File: config.mk
export PLATFORM = sky130hd
export DESIGN_NAME = fct_timer
export DESIGN_NICKNAME = d
export VERILOG_FILES = /design/src/rtl/fct_pkg.sv /design/src/rtl/fct_edge.sv /design/src/rtl/fct_prescale.sv /design/src/rtl/fct_timer.sv
export VERILOG_INCLUDE_DIRS = /design/src /design/src/rtl
export SDC_FILE = /design/constraint.sdc
export NUM_CORES = 1
export LEC_CHECK = 0
export BUFFER_PORTS_ARGS = -buffer_cell sky130_fd_sc_hd__clkbuf_2
export CAP_MARGIN = 10
export CORE_ASPECT_RATIO = 1.25
export CORE_MARGIN = 2
export CORE_UTILIZATION = 43
export CTS_CLUSTER_SIZE = 24
export DETAILED_ROUTE_END_ITERATION = 16
export PLACE_DENSITY = 0.71
export SETUP_SLACK_MARGIN = 0.1
export SLEW_MARGIN = 20
export SYNTH_ARGS = -nofsm -noshare
export SYNTH_HDL_FRONTEND = slang
export SYNTH_HIERARCHICAL = 1
export SYNTH_SLANG_ARGS = --single-unit
export TNS_END_PERCENT = 30
File: constraint.sdc
create_clock -name clk -period 1.9 [get_ports clk]
set_input_delay 0.19 -clock clk [delete_from_list [all_inputs] [get_ports clk]]
set_output_delay 0.19 -clock clk [all_outputs]
set_load 0.02 [all_outputs]
File: src/rtl/fct_defines.svh
/*
  Register offsets, bit positions, reset values and prescaler taps of the free counter timer.
  Assumes an 8-bit register bus addressed by a 4-bit byte offset within the timer block.
*/
`ifndef FCT_DEFINES_SVH
`define FCT_DEFINES_SVH

// ****************************************
// Byte offsets
// ****************************************
`define FCT_OFS_STATUS 4'h1
`define FCT_OFS_CNT_HI 4'h2
`define FCT_OFS_CNT_LO 4'h3
`define FCT_OFS_CMP_HI 4'h4
`define FCT_OFS_CMP_LO 4'h5
`define FCT_OFS_CTRL 4'h6
`define FCT_OFS_OUTCTL 4'h7
`define FCT_OFS_CAP_HI 4'h8
`define FCT_OFS_CAP_LO 4'h9

// ****************************************
// Bit positions
// ****************************************
`define FCT_BIT_CAP_FLAG 7
`define FCT_BIT_MATCH_A_FLAG 3
`define FCT_BIT_MATCH_B_FLAG 2
`define FCT_BIT_WRAP_FLAG 1
`define FCT_BIT_CLEAR_ON_A 0
`define FCT_BIT_EDGE_SEL 7
`define FCT_BIT_CKS_HI 1
`define FCT_BIT_CKS_LO 0
`define FCT_BIT_REG_SEL 4
`define FCT_BIT_LEVEL_A 1
`define FCT_BIT_LEVEL_B 0

// ****************************************
// Reset and fixed values
// ****************************************
`define FCT_STATUS_RST 8'h00
`define FCT_CTRL_RST 8'h00
`define FCT_OUTCTL_RST 8'he0
`define FCT_OUTCTL_ONES 3'h7
`define FCT_CNT_RST 16'h0000
`define FCT_CNT_MAX 16'hffff
`define FCT_CMP_RST 16'hffff
`define FCT_FLAGS_RST 4'h0

// ****************************************
// Prescaler taps (divide by 8, 32, 128)
// ****************************************
`define FCT_PRE_WIDTH 7
`define FCT_TAP_DIV8 2
`define FCT_TAP_DIV32 4
`define FCT_TAP_DIV128 6

`endif

File: src/rtl/fct_pkg.sv
/*
  Types shared by the free counter timer modules.
  Assumes the defines header supplies all numeric constants.
*/
package fct_pkg;
  typedef enum logic [1:0] {
    FCT_CKS_DIV8,
    FCT_CKS_DIV32,
    FCT_CKS_DIV128,
    FCT_CKS_EXT
  } fct_cks_e;
endpackage

File: src/rtl/fct_edge.sv
/*
  Two-flop synchroniser with rise and fall detection for one pin.
  Assumes the pin may be asynchronous to clk; pulses last one clock.
*/
`timescale 1ns/1ps
module fct_edge import fct_pkg::*; (
  input wire logic clk,
  input wire logic srst,
  input wire logic din,
  output logic rise,
  output logic fall
);
  logic sync1;
  logic sync2;
  logic last;
  logic next_sync1;
  logic next_sync2;
  logic next_last;

  always_comb begin
    next_sync1 = din;
    next_sync2 = sync1;
    next_last = sync2;
  end

  always_ff @(posedge clk) begin
    if (srst) begin
      sync1 <= 1'b0;
      sync2 <= 1'b0;
      last <= 1'b0;
    end else begin
      sync1 <= next_sync1;
      sync2 <= next_sync2;
      last <= next_last;
    end
  end

  // Edges only from the second stage onward
  assign rise = sync2 & ~last;
  assign fall = ~sync2 & last;
endmodule

File: src/rtl/fct_prescale.sv
/*
  Count clock generator: internal divided clocks or external rising edges.
  Assumes ext_rise is already synchronised; tick is a one-cycle pulse.
*/
`timescale 1ns/1ps
`include "fct_defines.svh"
module fct_prescale import fct_pkg::*; #(
  parameter int PRE_WIDTH = `FCT_PRE_WIDTH
) (
  input wire logic clk,
  input wire logic srst,
  input wire logic [1:0] sel,
  input wire logic ext_rise,
  output logic tick
);
  logic [PRE_WIDTH-1:0] div;
  logic tap_last;
  logic [PRE_WIDTH-1:0] next_div;
  logic next_tap_last;
  logic tap;
  fct_cks_e cks;

  always_comb begin
    cks = fct_cks_e'(sel);
    next_div = div + {{(PRE_WIDTH-1){1'b0}}, 1'b1};
    case (cks)
      FCT_CKS_DIV8: tap = div[`FCT_TAP_DIV8];
      FCT_CKS_DIV32: tap = div[`FCT_TAP_DIV32];
      FCT_CKS_DIV128: tap = div[`FCT_TAP_DIV128];
      default: tap = 1'b0;
    endcase
    next_tap_last = tap;
    // Count on the falling edge of the selected tap; a switch from high to low also counts
    if (cks == FCT_CKS_EXT) begin
      tick = ext_rise;
    end else begin
      tick = tap_last & ~tap;
    end
  end

  always_ff @(posedge clk) begin
    if (srst) begin
      div <= '0;
      tap_last <= 1'b0;
    end else begin
      div <= next_div;
      tap_last <= next_tap_last;
    end
  end
endmodule

File: src/rtl/fct_timer.sv
/*
  Free counter timer: 16-bit counter, two compares, capture, flags, byte staging.
  Assumes an 8-bit bus with one-cycle rd/wr strobes and enable bits held outside.
*/
`timescale 1ns/1ps
`include "fct_defines.svh"
// Function
// - Capture event sets capture flag at status bit 7; software never sets it.
// - A flag clears only after being read as 1 then written 0.
// - Counter equal to compare A sets match A flag, status bit 3.
// - Counter equal to compare B sets match B flag, status bit 2.
// - Counter wrapping from all ones to zero sets wrap flag, bit 1.
// - Clear-on-match-A bit set clears counter on match A; else no clear.
// - Control bit 7 picks capture edge: 0 falling, 1 rising.
// - Clock select 00 /8, 01 /32, 10 /128, 11 external rising edges.
// - Output control bit 4 routes shared compare address to A or B.
// - On match A, pin A takes level bit 1 of output control.
// - On match B, pin B takes level bit 0 of output control.
// - Reset and standby set status, control to 00 and output control to e0.
// - Output control bits 7-5 read 1; other reserved bits read 0.
// - Upper byte write goes to staging; lower byte write loads all 16 bits.
// - Upper byte read latches lower byte; lower read returns latched byte.
// - Compare register reads return both bytes directly, not via staging.
// - After reset both compare pins drive 0 until first match.
// - Counter clear beats a coincident lower-byte counter write.
// - Lower-byte counter write beats a coincident increment.
// - Lower-byte compare write wins and suppresses coincident match.
module fct_timer import fct_pkg::*; (
  input wire logic clk,
  input wire logic srst,
  input wire logic standby,
  input wire logic module_stop,
  input wire logic [3:0] addr,
  input wire logic [7:0] wdata,
  input wire logic wr,
  input wire logic rd,
  output logic [7:0] rdata,
  input wire logic capture_input_pin,
  input wire logic external_count_pin,
  input wire logic [3:0] irq_enable,
  output logic [3:0] irq_req,
  output logic match_a_output_pin,
  output logic match_b_output_pin
);
  // ****************************************
  // State
  // ****************************************
  logic init;
  logic [15:0] free_counter;
  logic [15:0] compare_value_a;
  logic [15:0] compare_value_b;
  logic [15:0] capture_value;
  logic [7:0] staging;
  logic [3:0] flags; // capture, match A, match B, wrap
  logic [3:0] armed;
  logic clear_on_match_a;
  logic capture_edge_select;
  logic [1:0] count_clock_sel;
  logic compare_reg_select;
  logic match_a_level;
  logic match_b_level;
  logic cap_pend;
  logic [15:0] next_free_counter;
  logic [15:0] next_compare_value_a;
  logic [15:0] next_compare_value_b;
  logic [15:0] next_capture_value;
  logic [7:0] next_staging;
  logic [3:0] next_flags;
  logic [3:0] next_armed;
  logic next_clear_on_match_a;
  logic next_capture_edge_select;
  logic [1:0] next_count_clock_sel;
  logic next_compare_reg_select;
  logic next_match_a_level;
  logic next_match_b_level;
  logic next_cap_pend;
  logic [7:0] next_rdata;
  logic next_pin_a;
  logic next_pin_b;

  logic tick;
  logic cap_rise;
  logic cap_fall;
  logic ext_rise;
  logic wr_status;
  logic rd_status;
  logic wr_cnt_lo;
  logic wr_cmpa_lo;
  logic wr_cmpb_lo;
  logic rd_cap_hi;
  logic match_a;
  logic match_b;
  logic counter_clear;
  logic wrap_ev;
  logic cap_req;
  logic cap_ev;
  logic [3:0] wbits;
  logic [3:0] clr_ev;

  // Standby and module stop act just like reset
  assign init = srst | standby | module_stop;

  // ****************************************
  // Pin conditioning and count clock
  // ****************************************
  fct_edge u_cap_edge (
    .clk(clk),
    .srst(init),
    .din(capture_input_pin),
    .rise(cap_rise),
    .fall(cap_fall)
  );

  fct_edge u_ext_edge (
    .clk(clk),
    .srst(init),
    .din(external_count_pin),
    .rise(ext_rise),
    .fall()
  );

  fct_prescale #(.PRE_WIDTH(`FCT_PRE_WIDTH)) u_prescale (
    .clk(clk),
    .srst(init),
    .sel(count_clock_sel),
    .ext_rise(ext_rise),
    .tick(tick)
  );

  // ****************************************
  // Next-state logic
  // ****************************************
  always_comb begin
    wr_status = wr && (addr == `FCT_OFS_STATUS);
    rd_status = rd && (addr == `FCT_OFS_STATUS);
    wr_cnt_lo = wr && (addr == `FCT_OFS_CNT_LO);
    wr_cmpa_lo = wr && (addr == `FCT_OFS_CMP_LO) && !compare_reg_select;
    wr_cmpb_lo = wr && (addr == `FCT_OFS_CMP_LO) && compare_reg_select;
    rd_cap_hi = rd && (addr == `FCT_OFS_CAP_HI);
    // Match fires on the count update of the matching value
    match_a = tick && (free_counter == compare_value_a) && !wr_cmpa_lo;
    match_b = tick && (free_counter == compare_value_b) && !wr_cmpb_lo;
    counter_clear = match_a && clear_on_match_a;
    wrap_ev = tick && !counter_clear && !wr_cnt_lo && (free_counter == `FCT_CNT_MAX);
    // Capture during an upper capture read slips one cycle so the staged pair stays coherent
    cap_req = (capture_edge_select ? cap_rise : cap_fall) || cap_pend;
    cap_ev = cap_req && !rd_cap_hi;
    next_cap_pend = cap_req && rd_cap_hi;
    next_capture_value = cap_ev ? free_counter : capture_value;

    if (counter_clear) begin
      next_free_counter = `FCT_CNT_RST;
    end else if (wr_cnt_lo) begin
      next_free_counter = {staging, wdata};
    end else if (tick) begin
      next_free_counter = free_counter + 16'h0001;
    end else begin
      next_free_counter = free_counter;
    end
    next_compare_value_a = wr_cmpa_lo ? {staging, wdata} : compare_value_a;
    next_compare_value_b = wr_cmpb_lo ? {staging, wdata} : compare_value_b;

    // Flags: hardware set wins over a same-cycle clear
    wbits = {wdata[`FCT_BIT_CAP_FLAG], wdata[`FCT_BIT_MATCH_A_FLAG],
             wdata[`FCT_BIT_MATCH_B_FLAG], wdata[`FCT_BIT_WRAP_FLAG]};
    clr_ev = (wr_status ? armed & ~wbits : 4'h0);
    next_flags = (flags & ~clr_ev) | {cap_ev, match_a, match_b, wrap_ev};
    if (wr_status) begin
      next_armed = 4'h0;
    end else if (rd_status) begin
      next_armed = armed | flags;
    end else begin
      next_armed = armed;
    end

    next_clear_on_match_a = clear_on_match_a;
    next_capture_edge_select = capture_edge_select;
    next_count_clock_sel = count_clock_sel;
    next_compare_reg_select = compare_reg_select;
    next_match_a_level = match_a_level;
    next_match_b_level = match_b_level;
    next_staging = staging;
    if (wr) begin
      case (addr)
        `FCT_OFS_STATUS: next_clear_on_match_a = wdata[`FCT_BIT_CLEAR_ON_A];
        `FCT_OFS_CTRL: begin
          next_capture_edge_select = wdata[`FCT_BIT_EDGE_SEL];
          next_count_clock_sel = wdata[`FCT_BIT_CKS_HI:`FCT_BIT_CKS_LO];
        end
        `FCT_OFS_OUTCTL: begin
          next_compare_reg_select = wdata[`FCT_BIT_REG_SEL];
          next_match_a_level = wdata[`FCT_BIT_LEVEL_A];
          next_match_b_level = wdata[`FCT_BIT_LEVEL_B];
        end
        `FCT_OFS_CNT_HI, `FCT_OFS_CMP_HI: next_staging = wdata;
        default: next_staging = staging;
      endcase
    end else if (rd && addr == `FCT_OFS_CNT_HI) begin
      next_staging = free_counter[7:0];
    end else if (rd_cap_hi) begin
      next_staging = capture_value[7:0];
    end

    next_rdata = 8'h00;
    if (rd) begin
      case (addr)
        `FCT_OFS_STATUS: next_rdata = {flags[3], 3'h0, flags[2:0], clear_on_match_a};
        `FCT_OFS_CNT_HI: next_rdata = free_counter[15:8];
        `FCT_OFS_CNT_LO, `FCT_OFS_CAP_LO: next_rdata = staging;
        `FCT_OFS_CMP_HI: next_rdata = compare_reg_select ? compare_value_b[15:8]
                                                          : compare_value_a[15:8];
        `FCT_OFS_CMP_LO: next_rdata = compare_reg_select ? compare_value_b[7:0]
                                                          : compare_value_a[7:0];
        `FCT_OFS_CTRL: next_rdata = {capture_edge_select, 5'h00, count_clock_sel};
        `FCT_OFS_OUTCTL: next_rdata = {`FCT_OUTCTL_ONES, compare_reg_select, 2'h0,
                                       match_a_level, match_b_level};
        `FCT_OFS_CAP_HI: next_rdata = capture_value[15:8];
        default: next_rdata = 8'h00;
      endcase
    end

    next_pin_a = match_a ? match_a_level : match_a_output_pin;
    next_pin_b = match_b ? match_b_level : match_b_output_pin;
  end

  // ****************************************
  // Registers
  // ****************************************
  always_ff @(posedge clk) begin
    if (init) begin
      free_counter <= `FCT_CNT_RST;
      compare_value_a <= `FCT_CMP_RST;
      compare_value_b <= `FCT_CMP_RST;
      capture_value <= `FCT_CNT_RST;
      staging <= 8'h00;
      flags <= `FCT_FLAGS_RST;
      armed <= `FCT_FLAGS_RST;
      clear_on_match_a <= 1'(`FCT_STATUS_RST >> `FCT_BIT_CLEAR_ON_A);
      capture_edge_select <= 1'(`FCT_CTRL_RST >> `FCT_BIT_EDGE_SEL);
      count_clock_sel <= 2'(`FCT_CTRL_RST);
      compare_reg_select <= 1'(`FCT_OUTCTL_RST >> `FCT_BIT_REG_SEL);
      match_a_level <= 1'(`FCT_OUTCTL_RST >> `FCT_BIT_LEVEL_A);
      match_b_level <= 1'(`FCT_OUTCTL_RST);
      cap_pend <= 1'b0;
      rdata <= 8'h00;
      match_a_output_pin <= 1'b0;
      match_b_output_pin <= 1'b0;
    end else begin
      free_counter <= next_free_counter;
      compare_value_a <= next_compare_value_a;
      compare_value_b <= next_compare_value_b;
      capture_value <= next_capture_value;
      staging <= next_staging;
      flags <= next_flags;
      armed <= next_armed;
      clear_on_match_a <= next_clear_on_match_a;
      capture_edge_select <= next_capture_edge_select;
      count_clock_sel <= next_count_clock_sel;
      compare_reg_select <= next_compare_reg_select;
      match_a_level <= next_match_a_level;
      match_b_level <= next_match_b_level;
      cap_pend <= next_cap_pend;
      rdata <= next_rdata;
      match_a_output_pin <= next_pin_a;
      match_b_output_pin <= next_pin_b;
    end
  end

  assign irq_req = flags & irq_enable;
endmodule

==> flow_metrics.py <==
metrics = {
    "clocking": {
        "cts_tree": "built",
        "worstSkewPairLatency_ps": 360,
        "cts_inserted_buffers": 9,
        "cts_buffer_depth": 2,
        "clock-root-buffer": "clkbuf_16",
        "htree_levels": 3,
        "path_clk_slew_ps": 80,
        "clkSinkCount": 112,
    },
    "pwr": {
        "finalPower_mw": 4.44,
        "power.leakage_nw": 2.44,
        "ir_drop_uv": 354,
        "power-per-cell-area_nw_per_um2": 685,
    },
    "placement": {
        "numPortBuffers": 37,
        "hpwl_um": 11700,
        "dp.cells": 856,
        "place_ws_ps": -39.8,
        "routabilityCongestion": 1.02,
    },
    "routing": {
        "wl_met1_um": 6560,
        "ant_nets": 0,
        "wl_per_cell_um": 18.9,
        "vias": 5036,
        "wl_met2_um": 8040,
        "top_layer": "met4",
        "dr_wl_met3_um": 1000,
        "drt_iter0_markers": 394,
        "via_per_inst": 5.76,
        "route.detailed.drc": 0,
        "first_pass_iters": 5,
        "routed_wl_um": 16500,
    },
    "critical_path": {
        "end_kind": "flop",
        "cp_max_fo": 4,
        "crit_path_start_kind": "flop",
        "cp-startpoint": "u_prescale/div[2]",
        "required_ps": 2190,
        "criticalPathCategory": "reg2reg",
        "r2r_start": "u_prescale/div[2]",
        "critPathArrivalTime_ps": 2230,
    },
    "timing": {
        "fin_crit_ps": 1940,
        "setup_viol": 4,
        "fin_crit_sh_pct": 102,
        "skew_ps": 8.63,
        "hold_viol_final": 0,
        "relSlewSlack_pct": 52.6,
        "fin_ws_ps": -42.0,
        "slew_violations": 0,
        "rsz0062_at_grt": "true",
        "tightest_slew_ps": 709,
        "max_freq_mhz": 515,
        "tns_ps": -63.6,
    },
    "synth": {
        "synth_nets": 674,
        "synth_area_um2": 5540,
        "synth_area_per_cell_um2": 8.55,
        "syn_inst": 648,
        "yosysWarnings": 6,
    },
    "cells_and_area": {
        "final_common_cell": "dfxtp_1",
        "antennaDiodeCount": 0,
        "fin_cells": 874,
        "finish.net_count": 727,
        "final_cell_mix": "dfxtp_1 (108), nand2_1 (95), nor2_1 (56)",
        "syn_to_final_growth_pct": 16.9,
        "fill_cells": 1188,
        "final_util_pct": 51.2,
        "drive_gt1_share_pct": 21.8,
    },
    "global_route": {
        "first_global_vias": 5009,
        "grt_overflow": 0,
        "grt_pass1_wl_um": 25900,
        "grt_start_max_net_pins": 28,
        "gr-usage-all-layers_pct": 24.2,
        "grt_antenna_before_repair": 0,
    },
    "die": {
        "rows": 46,
        "core_area_um2": 12700,
        "io_pins": 38,
        "die_h_um": 131,
        "die_w_um": 106,
        "die_area_um2": 13800,
        "start_util_pct": 43.8,
    },
    "hold_path": {
        "worstHoldStart": "external_count_pin",
        "hp-class": "in2reg",
    },
    "run_status": {
        "violations": "negative setup slack",
        "status": "finished with violations",
    },
    "job": {
        "cap_violations": 0,
    },
}
==> through the flow <==
stage               hold WS (ps)  cell area [µm²]
floorplan                    314             5560
global placement             407             6090
detailed placement           409             6090
CTS                         49.4             6410
global route                60.5             6480
finish                      54.5             6480
==> worst paths after layout <==
check,slack (ps),end,cells after the start
worst min register to register,450,u_ext_edge/next_last,1
worst min-delay path,50,u_ext_edge/next_sync2,2
worst max-delay path,-40,flags[0],7
worst max register to register,-40,flags[0],7
==> layer usage <==
layer / vias up / track usage [%]
met3: 67 / 3.82
met4: 0 / 14.9
met1: 2395 / 27.8
met5: - / 0
li1: 2358 / -
met2: 216 / 42.4
==> area by class of cell <==
| type | instances | area, µm² | share of cell area [%] |
|---|---|---|---|
| timing repair buffer | 93 | 631 | 9.73 |
| sequential | 112 | 2250 | 34.7 |
| clock inverter | 7 | 55.1 | 0.850 |
| tap | 168 | 210 | 3.24 |
| clock buffer | 9 | 225 | 3.48 |
| multi-input combinational | 479 | 3090 | 47.6 |
| inverter | 6 | 22.5 | 0.348 |
==> power by group <==
group | switching [mW] | internal, mW | total (mW)
Clock | 0.922 | 0.905 | 1.83
Sequential | 0.00688 | 2.35 | 2.36
Combinational | 0.165 | 0.0863 | 0.251
==> critical path, stage by stage, from the launching register on <==
cell and delay [ps]:
dfxtp_2 330, nor3b_4 140, a221oi_2 220, a32o_2 240
nand3_2 90, or4_4 430, a311o_1 300, a21oi_2 120
==> registers in the layout, indices dropped and copies added, names as in the netlist, 2 cells and up <==
register,count
capture_value,16
compare_value_a,16
compare_value_b,16
free_counter,16
rdata,8
staging,8
u_prescale/div,7
armed,4
flags,4
count_clock_sel,2
==> repair_timing <==
action / CTS / global route
setup buffers: 1 / 1
hold buffers: 0 / 0
pin swaps: 2 / 1
setup endpoints to repair: 18 / 32
gates resized for setup: 7 / 13
Note: power is estimated with default switching activity, not from simulation.
